--- src/verilog/secp_pkg.sv ---
// Package of constants for the serial EEPROM configuration port
package secp_pkg;
  // Core clock and serial clock timing
  localparam int CLK_HZ = 20_000_000;
  localparam int SCK_DIV = 256;
  localparam int SCK_HALF = SCK_DIV / 2;
  localparam logic [7:0] SCK_HALF_LAST = 8'(SCK_HALF - 1);
  // Default number of bits read during the automatic load
  localparam int LOAD_BITS_DEF = 1024;
  // Fifo shape
  localparam int FIFO_W = 8;
  localparam int FIFO_D = 16;
  localparam logic [2:0] BIT_LAST = 3'h7;
  // Automatic loader states
  typedef enum logic [1:0] {SECP_IDLE, SECP_LOAD, SECP_DONE} secp_state_e;
endpackage

--- src/verilog/secp_top.sv ---
// Serial EEPROM configuration port: automatic load and software bit-bang
//
// Behaviour
// - During the automatic load the serial clock is the core clock divided by 256.
// - Every reset release with the chip select pin pulled high starts an automatic read of the EEPROM.
// - Software may toggle the serial clock line through the port control bits.
// - Chip select is driven high to select the memory and low to deselect it.
// - The automatic read runs only if the chip select pin reads high from its pull-up.
// - Software may assert and release chip select through the port control bits.
// - Write data goes out on its own pin, settable by software.
// - Read data is sampled on its own pin and its level is readable by software.
`timescale 1ns/100ps
module secp_top
  import secp_pkg::*;
#(
  parameter int LOAD_BITS = LOAD_BITS_DEF
) (
  input wire logic clk,
  input wire logic nrst,
  input wire logic ctl_serial_clock,
  input wire logic ctl_chip_select,
  input wire logic ctl_write_data,
  output logic sts_read_data,
  output logic sts_loading,
  output logic eeprom_serial_clock,
  input wire logic eeprom_chip_select_in,
  output logic eeprom_chip_select_out,
  output logic eeprom_chip_select_oe_n,
  output logic eeprom_write_data,
  input wire logic eeprom_read_data,
  output logic [FIFO_W-1:0] cfg_data,
  output logic cfg_valid,
  input wire logic cfg_ready
);
  // ----------------------------------------
  // Reset and pin synchronisers
  // ----------------------------------------
  logic rst_s1;
  logic rst_n;
  logic rd_s1;
  logic rd_s2;
  logic cs_s1;
  logic cs_s2;
  logic [1:0] settle;

  // Reset release through two flops
  always_ff @(posedge clk or negedge nrst) begin
    if (!nrst) begin
      rst_s1 <= 1'b0;
      rst_n <= 1'b0;
    end else begin
      rst_s1 <= 1'b1;
      rst_n <= rst_s1;
    end
  end

  // Pin synchronisers
  always_ff @(posedge clk or negedge rst_n) begin
    if (!rst_n) begin
      rd_s1 <= 1'b0;
      rd_s2 <= 1'b0;
      cs_s1 <= 1'b0;
      cs_s2 <= 1'b0;
    end else begin
      rd_s1 <= eeprom_read_data;
      rd_s2 <= rd_s1;
      cs_s1 <= eeprom_chip_select_in;
      cs_s2 <= cs_s1;
    end
  end

  // Strap settle: both pin stages filled before the select level is trusted
  // Without it the loader would see the reset value of the stages and skip the read
  always_ff @(posedge clk or negedge rst_n) begin
    if (!rst_n) begin
      settle <= 2'h0;
    end else begin
      settle <= {settle[0], 1'b1};
    end
  end

  // ----------------------------------------
  // Automatic loader
  // ----------------------------------------
  secp_state_e state;
  logic [7:0] div_cnt;
  logic sck;
  logic [31:0] bit_cnt;
  logic [FIFO_W-1:0] shift;
  logic [2:0] bit_idx;
  logic push;
  logic fifo_ready;
  logic rise;
  logic fall;
  logic stall;

  assign rise = (div_cnt == SCK_HALF_LAST) && !sck && !stall;
  assign fall = (div_cnt == SCK_HALF_LAST) && sck;
  // Hold the clock low while a full byte waits on the FIFO
  assign stall = push && !fifo_ready;

  // Load sequencer; chip select strap checked after reset release
  always_ff @(posedge clk or negedge rst_n) begin
    if (!rst_n) begin
      state <= SECP_IDLE;
    end else begin
      case (state)
        SECP_IDLE: begin
          if (settle[1]) begin
            if (cs_s2) begin
              state <= SECP_LOAD;
            end else begin
              state <= SECP_DONE;
            end
          end
        end
        SECP_LOAD: begin
          if (fall && bit_cnt == 32'(LOAD_BITS - 1)) begin
            state <= SECP_DONE;
          end
        end
        default: begin
          state <= SECP_DONE;
        end
      endcase
    end
  end

  // Divide by 256: half-period counter and clock level
  always_ff @(posedge clk or negedge rst_n) begin
    if (!rst_n) begin
      div_cnt <= 8'h00;
      sck <= 1'b0;
    end else if (state != SECP_LOAD) begin
      div_cnt <= 8'h00;
      sck <= 1'b0;
    end else if (rise || fall) begin
      div_cnt <= 8'h00;
      sck <= !sck;
    end else if (div_cnt != SCK_HALF_LAST) begin
      div_cnt <= div_cnt + 8'h01;
    end
  end

  // Sample read data on the rising serial clock
  always_ff @(posedge clk or negedge rst_n) begin
    if (!rst_n) begin
      shift <= '0;
      bit_idx <= 3'h0;
      push <= 1'b0;
    end else begin
      if (push && fifo_ready) begin
        push <= 1'b0;
      end
      if (state == SECP_LOAD && rise) begin
        shift <= {shift[FIFO_W-2:0], rd_s2};
        bit_idx <= bit_idx + 3'h1;
        if (bit_idx == BIT_LAST) begin
          push <= 1'b1;
        end
      end
    end
  end

  // Count bits loaded
  always_ff @(posedge clk or negedge rst_n) begin
    if (!rst_n) begin
      bit_cnt <= 32'h0000_0000;
    end else if (state == SECP_LOAD && fall) begin
      bit_cnt <= bit_cnt + 32'h0000_0001;
    end
  end

  // ----------------------------------------
  // Configuration data buffer
  // ----------------------------------------
  secp_fifo #(
    .W(FIFO_W),
    .D(FIFO_D)
  ) secp_fifo_i (
    .clk(clk),
    .rst_n(rst_n),
    .in_data(shift),
    .in_valid(push),
    .in_ready(fifo_ready),
    .out_data(cfg_data),
    .out_valid(cfg_valid),
    .out_ready(cfg_ready)
  );

  // ----------------------------------------
  // Pin drivers
  // ----------------------------------------
  // Registered line drivers, automatic until load ends
  always_ff @(posedge clk or negedge rst_n) begin
    if (!rst_n) begin
      eeprom_serial_clock <= 1'b0;
      eeprom_chip_select_out <= 1'b0;
      eeprom_chip_select_oe_n <= 1'b1;
      eeprom_write_data <= 1'b0;
      sts_read_data <= 1'b0;
      sts_loading <= 1'b1;
    end else begin
      sts_read_data <= rd_s2;
      sts_loading <= (state != SECP_DONE);
      if (state == SECP_DONE) begin
        eeprom_serial_clock <= ctl_serial_clock;
        eeprom_chip_select_out <= ctl_chip_select;
        eeprom_chip_select_oe_n <= 1'b0;
        eeprom_write_data <= ctl_write_data;
      end else if (state == SECP_LOAD) begin
        eeprom_serial_clock <= sck;
        eeprom_chip_select_out <= 1'b1;
        eeprom_chip_select_oe_n <= 1'b0;
        eeprom_write_data <= 1'b0;
      end else begin
        eeprom_chip_select_oe_n <= 1'b1;
      end
    end
  end
endmodule

--- src/verilog/secp_fifo.sv ---
// Synchronous FIFO with valid and ready on both sides
`timescale 1ns/100ps
module secp_fifo #(
  parameter int W = 8,
  parameter int D = 16
) (
  input wire logic clk,
  input wire logic rst_n,
  input wire logic [W-1:0] in_data,
  input wire logic in_valid,
  output logic in_ready,
  output logic [W-1:0] out_data,
  output logic out_valid,
  input wire logic out_ready
);
  localparam int AW = $clog2(D);
  logic [W-1:0] mem [D];
  logic [AW:0] wr_ptr;
  logic [AW:0] rd_ptr;
  logic full;
  logic empty;

  // Full and empty from pointer wrap bit
  assign full = (wr_ptr[AW] != rd_ptr[AW]) && (wr_ptr[AW-1:0] == rd_ptr[AW-1:0]);
  assign empty = (wr_ptr == rd_ptr);
  assign in_ready = !full;
  assign out_valid = !empty;
  assign out_data = mem[rd_ptr[AW-1:0]];

  // Storage write
  always_ff @(posedge clk) begin
    if (in_valid && !full) begin
      mem[wr_ptr[AW-1:0]] <= in_data;
    end
  end

  // Write pointer
  always_ff @(posedge clk or negedge rst_n) begin
    if (!rst_n) begin
      wr_ptr <= '0;
    end else if (in_valid && !full) begin
      wr_ptr <= wr_ptr + 1'b1;
    end
  end

  // Read pointer
  always_ff @(posedge clk or negedge rst_n) begin
    if (!rst_n) begin
      rd_ptr <= '0;
    end else if (out_ready && !empty) begin
      rd_ptr <= rd_ptr + 1'b1;
    end
  end
endmodule

--- config.mk ---
export PLATFORM = sky130hd
export DESIGN_NAME = secp_top
export DESIGN_NICKNAME = d
export VERILOG_FILES = /design/src/verilog/secp_pkg.sv /design/src/verilog/secp_top.sv /design/src/verilog/secp_fifo.sv
export SDC_FILE = /design/constraint.sdc
export NUM_CORES = 1
export LEC_CHECK = 0
export ABC_AREA = 1
export BUFFER_PORTS_ARGS = -buffer_cell sky130_fd_sc_hd__buf_2
export CAP_MARGIN = 20
export CORE_MARGIN = 2
export CORE_UTILIZATION = 35
export DETAILED_ROUTE_END_ITERATION = 6
export PLACE_DENSITY_LB_ADDON = 0.25
export SLEW_MARGIN = 30
export SYNTH_ARGS = -nofsm -noshare
export SYNTH_HDL_FRONTEND = slang
export SYNTH_SLANG_ARGS = --single-unit
--- constraint.sdc ---
create_clock -name clk -period 2.4 [get_ports clk]
set_input_delay 0.12 -clock clk [delete_from_list [all_inputs] [get_ports clk]]
set_output_delay 0.12 -clock clk [all_outputs]
set_load 0.02 [all_outputs]
# == After elaboration in Yosys (flattened, before gate mapping) ==
# Memory sizes are Yosys's and may differ from the RTL's.
# Index checks and enable logic that the tools add are counted.
# totals
register_bits,79
mem_bits_rw,128
input_bits,8
output_inout_bits,15
elab_cells,83
memories,1
# mem_list
name,words,word_bits,read_ports,rd_clocked_by_memory_dff,write_ports,line,text
secp_fifo_i.mem,16,8,1,0,1,secp_fifo.sv:17,logic [W-1:0] mem [D];
# classes
n_addsub,5
n_eq_ne,13
mux,22
reduce_logical,20
# ops
cell,n
$add 32x1->32 const B,1
$eq 32x10->1 const B,1
$mux 8,3
$mux 1,15
$add 5x1->5 const B,2
$logic_and 1x1->1,10
$add 8x1->8 const B,1
$eq 8x7->1 const B,1
$ne 8x7->1 const B,1
$mux 2,3
$ne 2x2->1 const B,3
$eq 5x5->1,1
$eq 4x4->1,1
$logic_not 1->1,4
$pmux 2 s2,1
$reduce_bool 2->1,2
$add 3x1->3 const B,1
$eq 3x3->1 const B,1
$reduce_bool 3->1,1
$eq 2x1->1 const B,1
$eq 2x2->1 const B,1
$logic_not 2->1,1
$ne 2x1->1 const B,1
$reduce_and 2->1,1
2 further kinds,2

# == Depth between registers and ports, before layout ==
# Gate-level depths: netlist (run 1).
# depth
ltp_word,8
mapped_depth,11
mapped_depth_nobuf,10

# == By module ==
# Synthesis (run 1) repeated with hierarchy kept, for this count alone.
# unflattened
hier_cells,1002
area_unflattened_um2,9500.4
# modules_own_cells
module,n_inst,cells_per_inst,area_each_um2,seq_area_each_um2
secp_fifo,1,557,5960.7,4093.9
secp_top,1,445,3539.6,1729.2

# == Least setup slack after synthesis (run 1) ==
# OpenSTA, ideal clock, no wires.
# synth_timing
path_kind,register -> register
startpoint,reg secp_fifo_i.rd_ptr[2]
endpoint,mem secp_fifo_i.mem[12][0] (enable)
setup_ps,370
t_arrival_ps,1613
required_time_ps,2030
slack_ps,416
path_stages_with_launch,11
n_path_buf,2
period_less_slack_ps,1984
cell_sequence,dfrtp_1 > buf_4 > inv_2 > nand2_1 > nand2_1 > nor2_1 > and2_2 > nand2_2 > nand2_2 > buf_4 > nor2_1
# synth_between
elab_chain_cells,6
# synth_rtl
item,line,text
"start, declared",secp_fifo.sv:19,logic [AW:0] rd_ptr;
"start signal, assigned",secp_fifo.sv:51,rd_ptr <= rd_ptr + 1'b1;
$eq 4x4->1,secp_fifo.sv:24,assign full = (wr_ptr[AW] != rd_ptr[AW]) && (wr_ptr[AW-1:0] == rd_ptr[AW-1:0]);
$logic_and 1x1->1,secp_fifo.sv:24,
$logic_not 1->1,secp_fifo.sv:32,if (in_valid && !full) begin
$logic_and 1x1->1,secp_fifo.sv:32,
$mux 1,secp_fifo.sv:32,
$mux 1 (implied by the code),secp_fifo.sv:33,mem[wr_ptr[AW-1:0]] <= in_data;
"end, declared",secp_fifo.sv:17,
# No other way between the ends.

# == Final worst setup path (run 1) ==
# layout_timing
startpoint,reg secp_fifo_i.rd_ptr[0]
endpoint,out cfg_data[7]
# layout_between
elab_chain_cells,1
# layout_rtl
item,line,text
$mem_v2 16x8,--,
"end, declared",secp_top.sv:31,"output logic [FIFO_W-1:0] cfg_data,"
# No other way between the ends.

==> key figures, run 1 <==
Run status
  – Outcome: finished, violations left
  – Violated checks: DRC

Timing
  – Clock Skew: roughly 16 ps
  – Final hold violations: 0
  – Final Max Tran Viols: 0
  – Worst Hold Slack: 256 ps
  – Fin crit share: 96.7%
  – Worst slew pin tran: a little over 900 ps
  – F_max: 431 MHz
  – RSZ-0062 raised after global routing: yes
  – Tmin final: between 2000 and 2500 ps
  – Slew margin rel.: 39.6%
  – Setup-failing EPs final: 0

Cells and area
  – Antenna cells: 0
  – Fillers: 2,616
  – P&R area growth vs syn: 16.5%
  – Layout cells sized above 1: between 10% and 20%
  – Final Util: 41.7%
  – Finished Layout Cells: 1,375
  – Net count, final: 1,042
  – Commonest non-fill, non-tap cell in the layout: nand2_1
  – Fin area: between 10,000 and 15,000 sq um
  – Commonest cells after routing, fill and taps aside: nand2_1 (251), nor2_1 (169), edfxtp_1 (128), o21ai_0 (81), dfrtp_1 (75)

Clock tree
  – Worst-Skew Late Latency: 520 ps
  – CTS tree: built
  – Max Root-Sink Buffers: 3
  – CTS root buf: clkbuf_16
  – CTS Buf Count: 24
  – H-tree depth: 1
  – Post-CTS setup buffer count: 0
  – Sink Count: around 210
  – Clock slew at reported path FFs: 60 ps

Setup path
  – CP arrival: 2200 ps
  – Critical path endpoint category: output port
  – Max FO, Critical Path: 65
  – Top delay family on crit path: buffers and inverters
  – Worst path required time: 2280 ps
  – CP Buf/Inv Count: 3
  – Startpoint type of the worst setup path: flop
  – Crit-path slowest cell: dfrtp_2
  – CP peak stage delay: 400 ps
  – WS Path Type: flop to output port
  – CP most frequent cell: nand3_1
  – Critical-path cell list: clkinv_1, buf_12, o21ai_0, o211ai_1, nand3_1, nand3_1, buf_2

Power
  – Sequential power share: 50.7%
  – Clock power share: 47.0%
  – Internal power: 6.02 mW
  – Power per standard cell area: 694 nW/um^2
  – Static leakage: 4.77 nW
  – NetSw: 1.54 mW
  – Combinational power share: around 2.2%
  – Worst vdd ir: approximately 0.48 mV
  – Sw Share: 20.4%

Detailed routing
  – Via-to-Cell Ratio: a little under 5
  – DR iter-0 viols: 654
  – Post-DRT Antenna Nets: 0
  – Vias post-DR: 6,738
  – DRC violations left: 1
  – Mean routed wirelength per cell: 16.6 microns
  – Final WL: 22,800 microns
  – First drt pass iteration count: 7

Global routing
  – Pin count of the biggest net entering global routing: 68
  – First-pass GRT wire length: ~37,000 microns
  – GRT Residual Overflow: 0
  – Vias in the first global route: between 6,000 and 7,000
  – GRT Total Usage: 16.6%
  – Initial antenna violation count: 0

Placement
  – Post-DP HPWL: 15,000 microns
  – Dpl cells: 1,323
  – RePlAce Congestion: 0.824
  – Port Buffers: 22
  – DP Area: 9990 sq um

Synth
  – Seq cells post-synth: 207
  – Post-Syn Area per Cell: ~9.7 sq um
  – Synth async-reset ratio: 38.2%
  – Cells after Synth: 967
  – Synthesis Warnings: 0
  – Count of cell types in the netlist: 36
  – Synth Flop Type: edfxtp_1
  – EDFF count, synth: 128
  – Sequential area share after synthesis: 62.3%
  – Synthesized area: approximately 9300 sq um

Min path
  – HP Class: input port to flop

Floorplanning
  – Die height: 167 microns
  – I/O Pins: 23
  – Initial Utilization: 35.8%
  – Core area: roughly 26,000 sq um
  – Die span in x: 167 microns
  – Die ar.: 28,000 sq um
  – FP Rows: 59

Flow run
  – Max Cap Viol: 0
==> stage by stage <==
step           total power [mW]  setup slack, ps  setup TNS [ps]
6_report                   7.56             79.5               0
2_1_floorplan              4.00             40.4               0
5_1_grt                    7.85            -28.6           -60.3
3_5_place_dp               4.07              311               0
3_3_place_gp               4.07              365               0
4_1_cts                    7.68             32.3               0
==> final timing paths <==
kind | startpoint | endpoint | slack [ps] | cells after the start
setup / recovery | secp_fifo_i.rd_ptr[0] | cfg_data[7] | 80 | 7
hold / removal | eeprom_chip_select_in | cs_s1 | 260 | 2
hold reg to reg | rst_n | bit_cnt[5] | 310 | 0
setup reg to reg | secp_fifo_i.wr_ptr[0] | secp_fifo_i.mem[4][2] | 290 | 10
min in group asynchronous | rst_n | bit_cnt[5] | 310 | 0
max in group asynchronous | rst_n | div_cnt[0] | 1480 | 1
==> per-layer routing <==
metal / global-route usage [%] / up-vias / share of wire [%]
met1: 22.6 / 3230 / 45
met3: 2.27 / 35 / 4.2
li1: - / 3348 / -
met2: 28.1 / 125 / 48
met5: 0 / - / 0
met4: 4.08 / 0 / 2.2
==> cells in the mapped netlist (9+ instances only) <==
cell type	instances	area share, %
nand2_1	251	10
nor2_1	170	6.8
edfxtp_1	128	41
o21ai_0	81	4.3
dfrtp_1	77	21
inv_1	52	2.1
nand3_1	52	2.8
nand4_1	20	1.3
clkbuf_1	19	0.76
o211ai_1	16	1.3
o22ai_1	16	1.1
xnor2_1	13	1.2
ha_1	12	1.6
xor2_1	10	0.94
buf_2	9	0.48
==> cell type report <==
cell class	count	area [sq um]	share of cell area, %
Inverter	58	218	2.00
Clock buffer	40	721	6.62
Multi-Input combinational cell	668	3150	28.9
Tap cell	335	419	3.85
Sequential cell	207	5830	53.5
Clock inverter	4	62.6	0.575
Timing Repair Buffer	63	494	4.54
==> flip-flops by register name, indices dropped and copies added (netlist names), 2 cells and up <==
signal and cells:
bit_cnt 32, bit_idx 3, div_cnt 8, secp_fifo_i.mem 128, secp_fifo_i.rd_ptr 5, secp_fifo_i.wr_ptr 5, settle 2, shift 8
state 2
==> power by group through the flow <==
stage	clock [mW]	combinational [mW]	sequential (mW)
2_1_floorplan	0	0.0547	3.95
3_3_place_gp	0	0.160	3.91
3_5_place_dp	0	0.163	3.90
4_1_cts	3.67	0.173	3.84
5_1_grt	3.82	0.192	3.84
6_report	3.55	0.168	3.83
==> cell families (layout without fill, tap and decap cells) <==
| family | count (synthesis) | in the layout | synth area share (%) |
|---|---|---|---|
| compound gates | 118 | 118 | 7.00 |
| xor+xnor | 23 | 23 | 2.15 |
| fa+ha+maj | 12 | 12 | 1.61 |
| buf+inv | 93 | 165 | 4.18 |
| flops | 207 | 207 | 62.3 |
| other cells | 1 | 2 | 0.0401 |
| simple gates | 513 | 513 | 22.7 |
==> repair_timing <==
item | CTS | global route
hold buffers | 8 | 0
endpoints found under the setup margin | 8 | 8
pin swaps | 0 | 1
endpoints found under the hold margin | 12 | 0
resized for setup | 6 | 4
Note: power is estimated with default switching activity, not from simulation.
==> run 2, diff against run 1 <==
--- a/config.mk
+++ b/config.mk
@@ -6,7 +6,7 @@
 export NUM_CORES = 1
 export LEC_CHECK = 0
 export ABC_AREA = 1
-export BUFFER_PORTS_ARGS = -buffer_cell sky130_fd_sc_hd__buf_2
+export BUFFER_PORTS_ARGS = -buffer_cell sky130_fd_sc_hd__clkbuf_2
 export CAP_MARGIN = 20
 export CORE_MARGIN = 2
 export CORE_UTILIZATION = 35
==> key figures, run 2 (synthesized netlist as in run 1, its figures left out) <==
Setup path
  – Worst r2r dst: secp_fifo_i.mem[6][0]
  – Startpoint type of the worst setup path: flop
  – Critical path endpoint category: output port
  – WS Path Type: flop to output port
  – Max FO, Critical Path: 65
  – R2R setup slack: ~300 ps
  – Critical path origin: secp_fifo_i.rd_ptr[0]
  – CP arrival: 2200 ps
  – Reg2reg path depth: 9
  – CP endpoint: cfg_data[5]
  – Worst path required time: 2280 ps
  – Reg2reg start: secp_fifo_i.wr_ptr[0]

Timing
  – F_max: 431 MHz
  – Tmin final: 2320 ps
  – Clock Skew: roughly 19 ps
  – Fin crit share: 96.7%
  – Setup-failing EPs final: 0
  – RSZ-0062 raised after global routing: yes
  – Final hold violations: 0
  – Worst slew pin tran: 918 ps
  – Slew margin rel.: 38.8%
  – Final Max Tran Viols: 0

Placement
  – DP Area: 9960 sq um
  – RePlAce Congestion: 0.819
  – Port Buffers: 22
  – Post-DP HPWL: between 10,000 and 15,000 microns

Power
  – Sw Share: 20.9%
  – NetSw: 1.57 mW
  – Sequential power share: between 50 and 60%
  – Tot Pwr: 7.48 mW
  – Worst vdd ir: 0.526 mV
  – Power per standard cell area: 690 nW/um^2
  – Internal power: 5.92 mW
  – Combinational power share: 2.2%
  – Clock power share: 46.5%
  – Static leakage: 4.75 nW

Global routing
  – GRT Residual Overflow: 0
  – GRT Total Usage: between 10% and 20%
  – Pin count of the biggest net entering global routing: 68
  – Vias in the first global route: 6,705
  – Initial antenna violation count: 0
  – First-pass GRT wire length: approximately 36,000 microns

Cells and area
  – Layout cells sized above 1: 10.8%
  – Commonest cells after routing, fill and taps aside: nand2_1 (251), nor2_1 (169), edfxtp_1 (128), o21ai_0 (81), dfrtp_1 (75)
  – Largest register FFs: 128
  – P&R area growth vs syn: 16.0%
  – Net count, final: 1,039
  – Commonest non-fill, non-tap cell in the layout: nand2_1
  – Antenna cells: 0
  – Fin area: around 11,000 sq um
  – Fillers: 2,575

Clock tree
  – Sink Count: between 200 and 250
  – Post-CTS setup buffer count: 0
  – Clock slew at reported path FFs: approximately 60 ps
  – CTS Buf Count: 23
  – H-tree depth: 1
  – CTS root buf: clkbuf_16
  – Max Root-Sink Buffers: 3
  – CTS tree: built
  – Worst-Skew Late Latency: 530 ps

Floorplanning
  – Die span in x: between 150 and 200 microns
  – Core area: 26,100 sq um
  – I/O Pins: 23
  – Initial Utilization: 35.8%
  – Die height: approximately 170 microns
  – FP Rows: 59
  – Die ar.: 28,000 sq um

Detailed routing
  – Mean routed wirelength per cell: 16.3 microns
  – Vias post-DR: 6,771
  – DR iter-0 viols: 540
  – Final WL: 22,300 microns
  – DRC violations left: 1
  – Via-to-Cell Ratio: approximately 4.9
  – Post-DRT Antenna Nets: 0
  – First drt pass iteration count: 7

Run status
  – Outcome: finished, violations left
  – Violated checks: DRC

Min path
  – HP Class: input port to flop

Flow run
  – Max Cap Viol: 0
-- run 2: power groups by stage --
stage                     logic [mW]  clock network, mW  registers (mW)
after detailed placement       0.162                  0            3.91
after global placement         0.161                  0            3.91
after global routing           0.190               3.70            3.84
after CTS                      0.172               3.56            3.84
final                          0.168               3.48            3.83
after floorplan               0.0547                  0            3.95
-- run 2: cell type report --
| cell class | instances | area [sq um] | share of cell area [%] |
|---|---|---|---|
| Inverter | 58 | 218 | 2.01 |
| Sequential cell | 207 | 5830 | 53.7 |
| Clock inverter | 6 | 45.0 | 0.415 |
| Timing Repair Buffer | 61 | 473 | 4.36 |
| Multi-Input combinational cell | 668 | 3150 | 29.0 |
| Clock buffer | 35 | 713 | 6.58 |
| Tap cell | 335 | 419 | 3.86 |
-- run 2: worst min-delay path by stage --
stage / startpoint / to / slack (ps) / cells past startpoint
5_1_grt: eeprom_read_data / rd_s1 / 250 / 2
2_1_floorplan: nrst / rst_n / -180 / 0
4_1_cts: eeprom_chip_select_in / cs_s1 / 220 / 2
6_report: eeprom_chip_select_in / cs_s1 / 240 / 2
3_5_place_dp: nrst / rst_s1 / -90 / 1
3_3_place_gp: nrst / rst_s1 / -90 / 1
-- run 2: routing by layer --
| metal | global-route usage, % | vias to the layer above | share of wire (%) |
|---|---|---|---|
| li1 | - | 3336 | - |
| met1 | 22.6 | 3251 | 46 |
| met2 | 27.0 | 153 | 48 |
| met3 | 1.84 | 31 | 4.1 |
| met4 | 4.01 | 0 | 2.2 |
| met5 | 0 | - | 0 |
-- run 2: per-stage QoR --
| stage | setup WS (ps) | utilization, % | setup TNS, ps | cells | hold WS [ps] |
|---|---|---|---|---|---|
| global placement | 295 | 38.1 | 0 | 1321 | -93.5 |
| global route | -0.847 | 41.5 | -0.847 | 1370 | 254 |
| finish | 79.2 | 41.5 | 0 | 1370 | 245 |
| CTS | 44.1 | 41.4 | 0 | 1370 | 222 |
| floorplan | 40.4 | - | 0 | 968 | -176 |
| detailed placement | 289 | 38.1 | 0 | 1321 | -88.5 |
-- run 2: what timing repair did --
item,CTS,global route
hold buffers,8,0
setup endpoints to repair,8,8
endpoints found under the hold margin,12,0
gates resized for setup,6,7
gates cloned,0,0
-- run 2: worst max-delay path, stage by stage (launching register included) --
cell      delay (ps)
dfrtp_2          430
clkinv_1          90
buf_12           240
o21ai_0          150
o22ai_1          210
nand2_1           80
nand2_1           70
inv_1             50
nand2_1          100
clkbuf_2         180
==> run 3, diff against run 2 <==
--- a/config.mk
+++ b/config.mk
@@ -5,7 +5,6 @@
 export SDC_FILE = /design/constraint.sdc
 export NUM_CORES = 1
 export LEC_CHECK = 0
-export ABC_AREA = 1
 export BUFFER_PORTS_ARGS = -buffer_cell sky130_fd_sc_hd__clkbuf_2
 export CAP_MARGIN = 20
 export CORE_MARGIN = 2
@@ -16,3 +15,4 @@
 export SYNTH_ARGS = -nofsm -noshare
 export SYNTH_HDL_FRONTEND = slang
 export SYNTH_SLANG_ARGS = --single-unit
+export TNS_END_PERCENT = 50
==> key figures, run 3 <==
Placement
  – Post-DP HPWL: between 10,000 and 15,000 microns
  – Port Buffers: 22
  – RePlAce Congestion: between 0.7 and 0.8

Run status
  – Violated checks: setup timing
  – Outcome: finished, violations left

Synth
  – Synth async-reset ratio: 38.2%
  – Commonest cells post-synth: edfxtp_1 (128), dfrtp_1 (77), mux4_2 (40)
  – Main area contributors after synthesis: edfxtp_1 (45%), dfrtp_1 (23%), mux4_2 (11%)
  – Synthesized area: 8480 sq um
  – Synthesis Warnings: 0
  – Count of cell types in the netlist: 45
  – Seq cells post-synth: a little over 200
  – Post-Syn Area per Cell: 16.6 sq um
  – Cells after Synth: ~510
  – Most numerous cell in the Yosys netlist: edfxtp_1
  – EDFF count, synth: between 100 and 150
  – Sequential area share after synthesis: 68.7%
  – Synth top area share: 45.3%
  – Post-synth top area cell: edfxtp_1
  – Synth Flop Type: edfxtp_1

Power
  – Power per standard cell area: 726 nW/um^2
  – Worst vdd ir: 0.501 mV
  – Sequential power share: 51.8%
  – Sw Share: 19.4%
  – Combinational power share: 0.7%
  – Clock power share: a little under half
  – Internal power: a little under 6 mW
  – Static leakage: just over 4 nW
  – NetSw: around 1.4 mW

Cells and area
  – Antenna cells: 0
  – Net count, final: 604
  – Commonest cells after routing, fill and taps aside: edfxtp_1 (128), dfrtp_1 (75), mux4_2 (40), buf_4 (29), xnor2_1 (28)
  – Multi-input logic area: between 2000 and 3000 sq um
  – Fillers: 2,124
  – P&R area growth vs syn: 18.4%
  – Layout cells sized above 1: 25.9%
  – Largest register FFs: ~130
  – Sequential Area: about 6000 sq um
  – Commonest non-fill, non-tap cell in the layout: edfxtp_1

Clock tree
  – Sink Count: 207
  – Worst-Skew Late Latency: 500 ps
  – CTS Buf Count: 24
  – Clock slew at reported path FFs: 60 ps
  – CTS tree: built
  – Max Root-Sink Buffers: 3
  – H-tree depth: 1
  – CTS root buf: clkbuf_16

Global routing
  – M2 GR Usage: about a fifth
  – Pin count of the biggest net entering global routing: 34
  – Initial antenna violation count: 0
  – Met1 Track Usage GR: 18.4%
  – Global route hottest layer: met2
  – GRT Total Usage: 12.5%
  – First-pass GRT wire length: 25,600 microns
  – Vias in the first global route: 4,689
  – Met3 Use GR: 1.64%
  – GRT Residual Overflow: 0

Setup path
  – Worst path required time: 2280 ps
  – Critical path endpoint category: output port
  – CP peak stage delay: 550 ps
  – CP most frequent cell: mux4_2
  – Reg2reg path depth: 6
  – WS Path Type: flop to output port
  – CP arrival: 2390 ps
  – Max FO, Critical Path: 17
  – Startpoint type of the worst setup path: flop
  – Crit-path slowest cell: mux4_2
  – Critical-path cell list: buf_12, mux4_2, mux4_2, buf_2

Detailed routing
  – First drt pass iteration count: 4
  – Vias post-DR: between 4,000 and 5,000
  – DR iter-0 viols: 270
  – Final WL: about 16,000 microns
  – Via-to-Cell Ratio: 4.89
  – DRC violations left: 0
  – Mean routed wirelength per cell: 17.1 microns
  – Post-DRT Antenna Nets: 0

Floorplanning
  – Core area: about 24,000 sq um
  – FP Rows: 56
  – Die span in x: ~160 microns
  – Die height: 160 microns
  – Initial Utilization: 35.9%
  – I/O Pins: 23
  – Die ar.: 25,500 sq um

Timing
  – Clock Skew: 11.6 ps
  – Worst Hold Slack: 205 ps
  – Fin Setup TNS: -677 ps
  – Final worst slack: -107 ps
  – Worst slew pin tran: 769 ps
  – Final hold violations: 0
  – Final Max Tran Viols: 0
  – F_max: 399 MHz
  – Fin crit share: 104%
  – Tmin final: between 2000 and 3000 ps
  – Setup-failing EPs final: 8
  – Slew margin rel.: 48.5%
  – RSZ-0062 raised after global routing: yes

Min path
  – HP Class: flop to asynchronous set/reset pin

Flow run
  – Max Cap Viol: 0
==> run 3: power groups by stage <==
stage	Sequential, mW	Clock (mW)	Combinational [mW]
after global routing	3.78	3.70	0.0601
after CTS	3.78	3.56	0.0551
after floorplan	3.86	0	0.00396
after detailed placement	3.85	0	0.0447
final	3.78	3.46	0.0528
after global placement	3.85	0	0.0435
==> run 3: cells by family after synthesis <==
group	Yosys count	synth area share (%)
other	1	0.0442
DFF	207	68.7
and+or+nand+nor	135	8.81
buffers and inverters	32	1.64
xor gates and xnor gates	47	4.85
AOI/OAI and AO/OA	23	1.65
adders and majority gates	12	1.77
muxes	55	12.6
==> run 3: metrics by stage <==
step / power, mW / setup WS [ps] / util [%] / instances / instance area (sq um)
after floorplan: 3.86 / 40.4 / - / 513 / 8490
after CTS: 7.40 / -151 / 42.5 / 921 / 10000
final: 7.29 / -107 / 42.5 / 921 / 10000
after detailed placement: 3.89 / 133 / 38.9 / 868 / 9190
after global routing: 7.54 / -188 / 42.5 / 921 / 10000
after global placement: 3.89 / 205 / 38.9 / 868 / 9190
==> run 3: cell type report <==
cell class	instances	share of cell area, %
repair buffers	62	4.72
well taps	319	3.97
multi-input cells	274	25.2
inverters	15	0.560
clock inverters	8	0.735
clock buffers	36	6.84
flip-flops and latches	207	58.0
==> run 3: worst paths after layout <==
| path | startpoint | endpoint | slack, ps |
|---|---|---|---|
| hold reg to reg | rst_n | bit_cnt[0] | 200 |
| min in group clk | eeprom_chip_select_in | cs_s1 | 260 |
| hold / removal | rst_n | bit_cnt[0] | 200 |
| setup reg to reg | div_cnt[0] | bit_cnt[29] | 280 |
| max in group asynchronous | rst_n | sts_loading | 1530 |
| setup / recovery | secp_fifo_i.rd_ptr[0] | cfg_data[6] | -110 |
==> run 3: repair_timing <==
item,in CTS,in global routing
resized for setup,0,9
setup buffers,1,0
hold endpoints to repair,9,0
setup endpoints to repair,8,12
hold buffers,8,0
==> run 3: critical path: cells and delay by family, from the launching register on <==
kind	cells	cell delay, ps
buffers and inverters	2	380
flip-flops	1	430
multiplexers	2	1060
==> run 3: per-layer routing <==
metal / share of wire, % / up-vias
met5: 0 / -
met4: 2.7 / 0
met3: 2.9 / 29
met2: 46 / 72
met1: 48 / 2313
li1: - / 2091
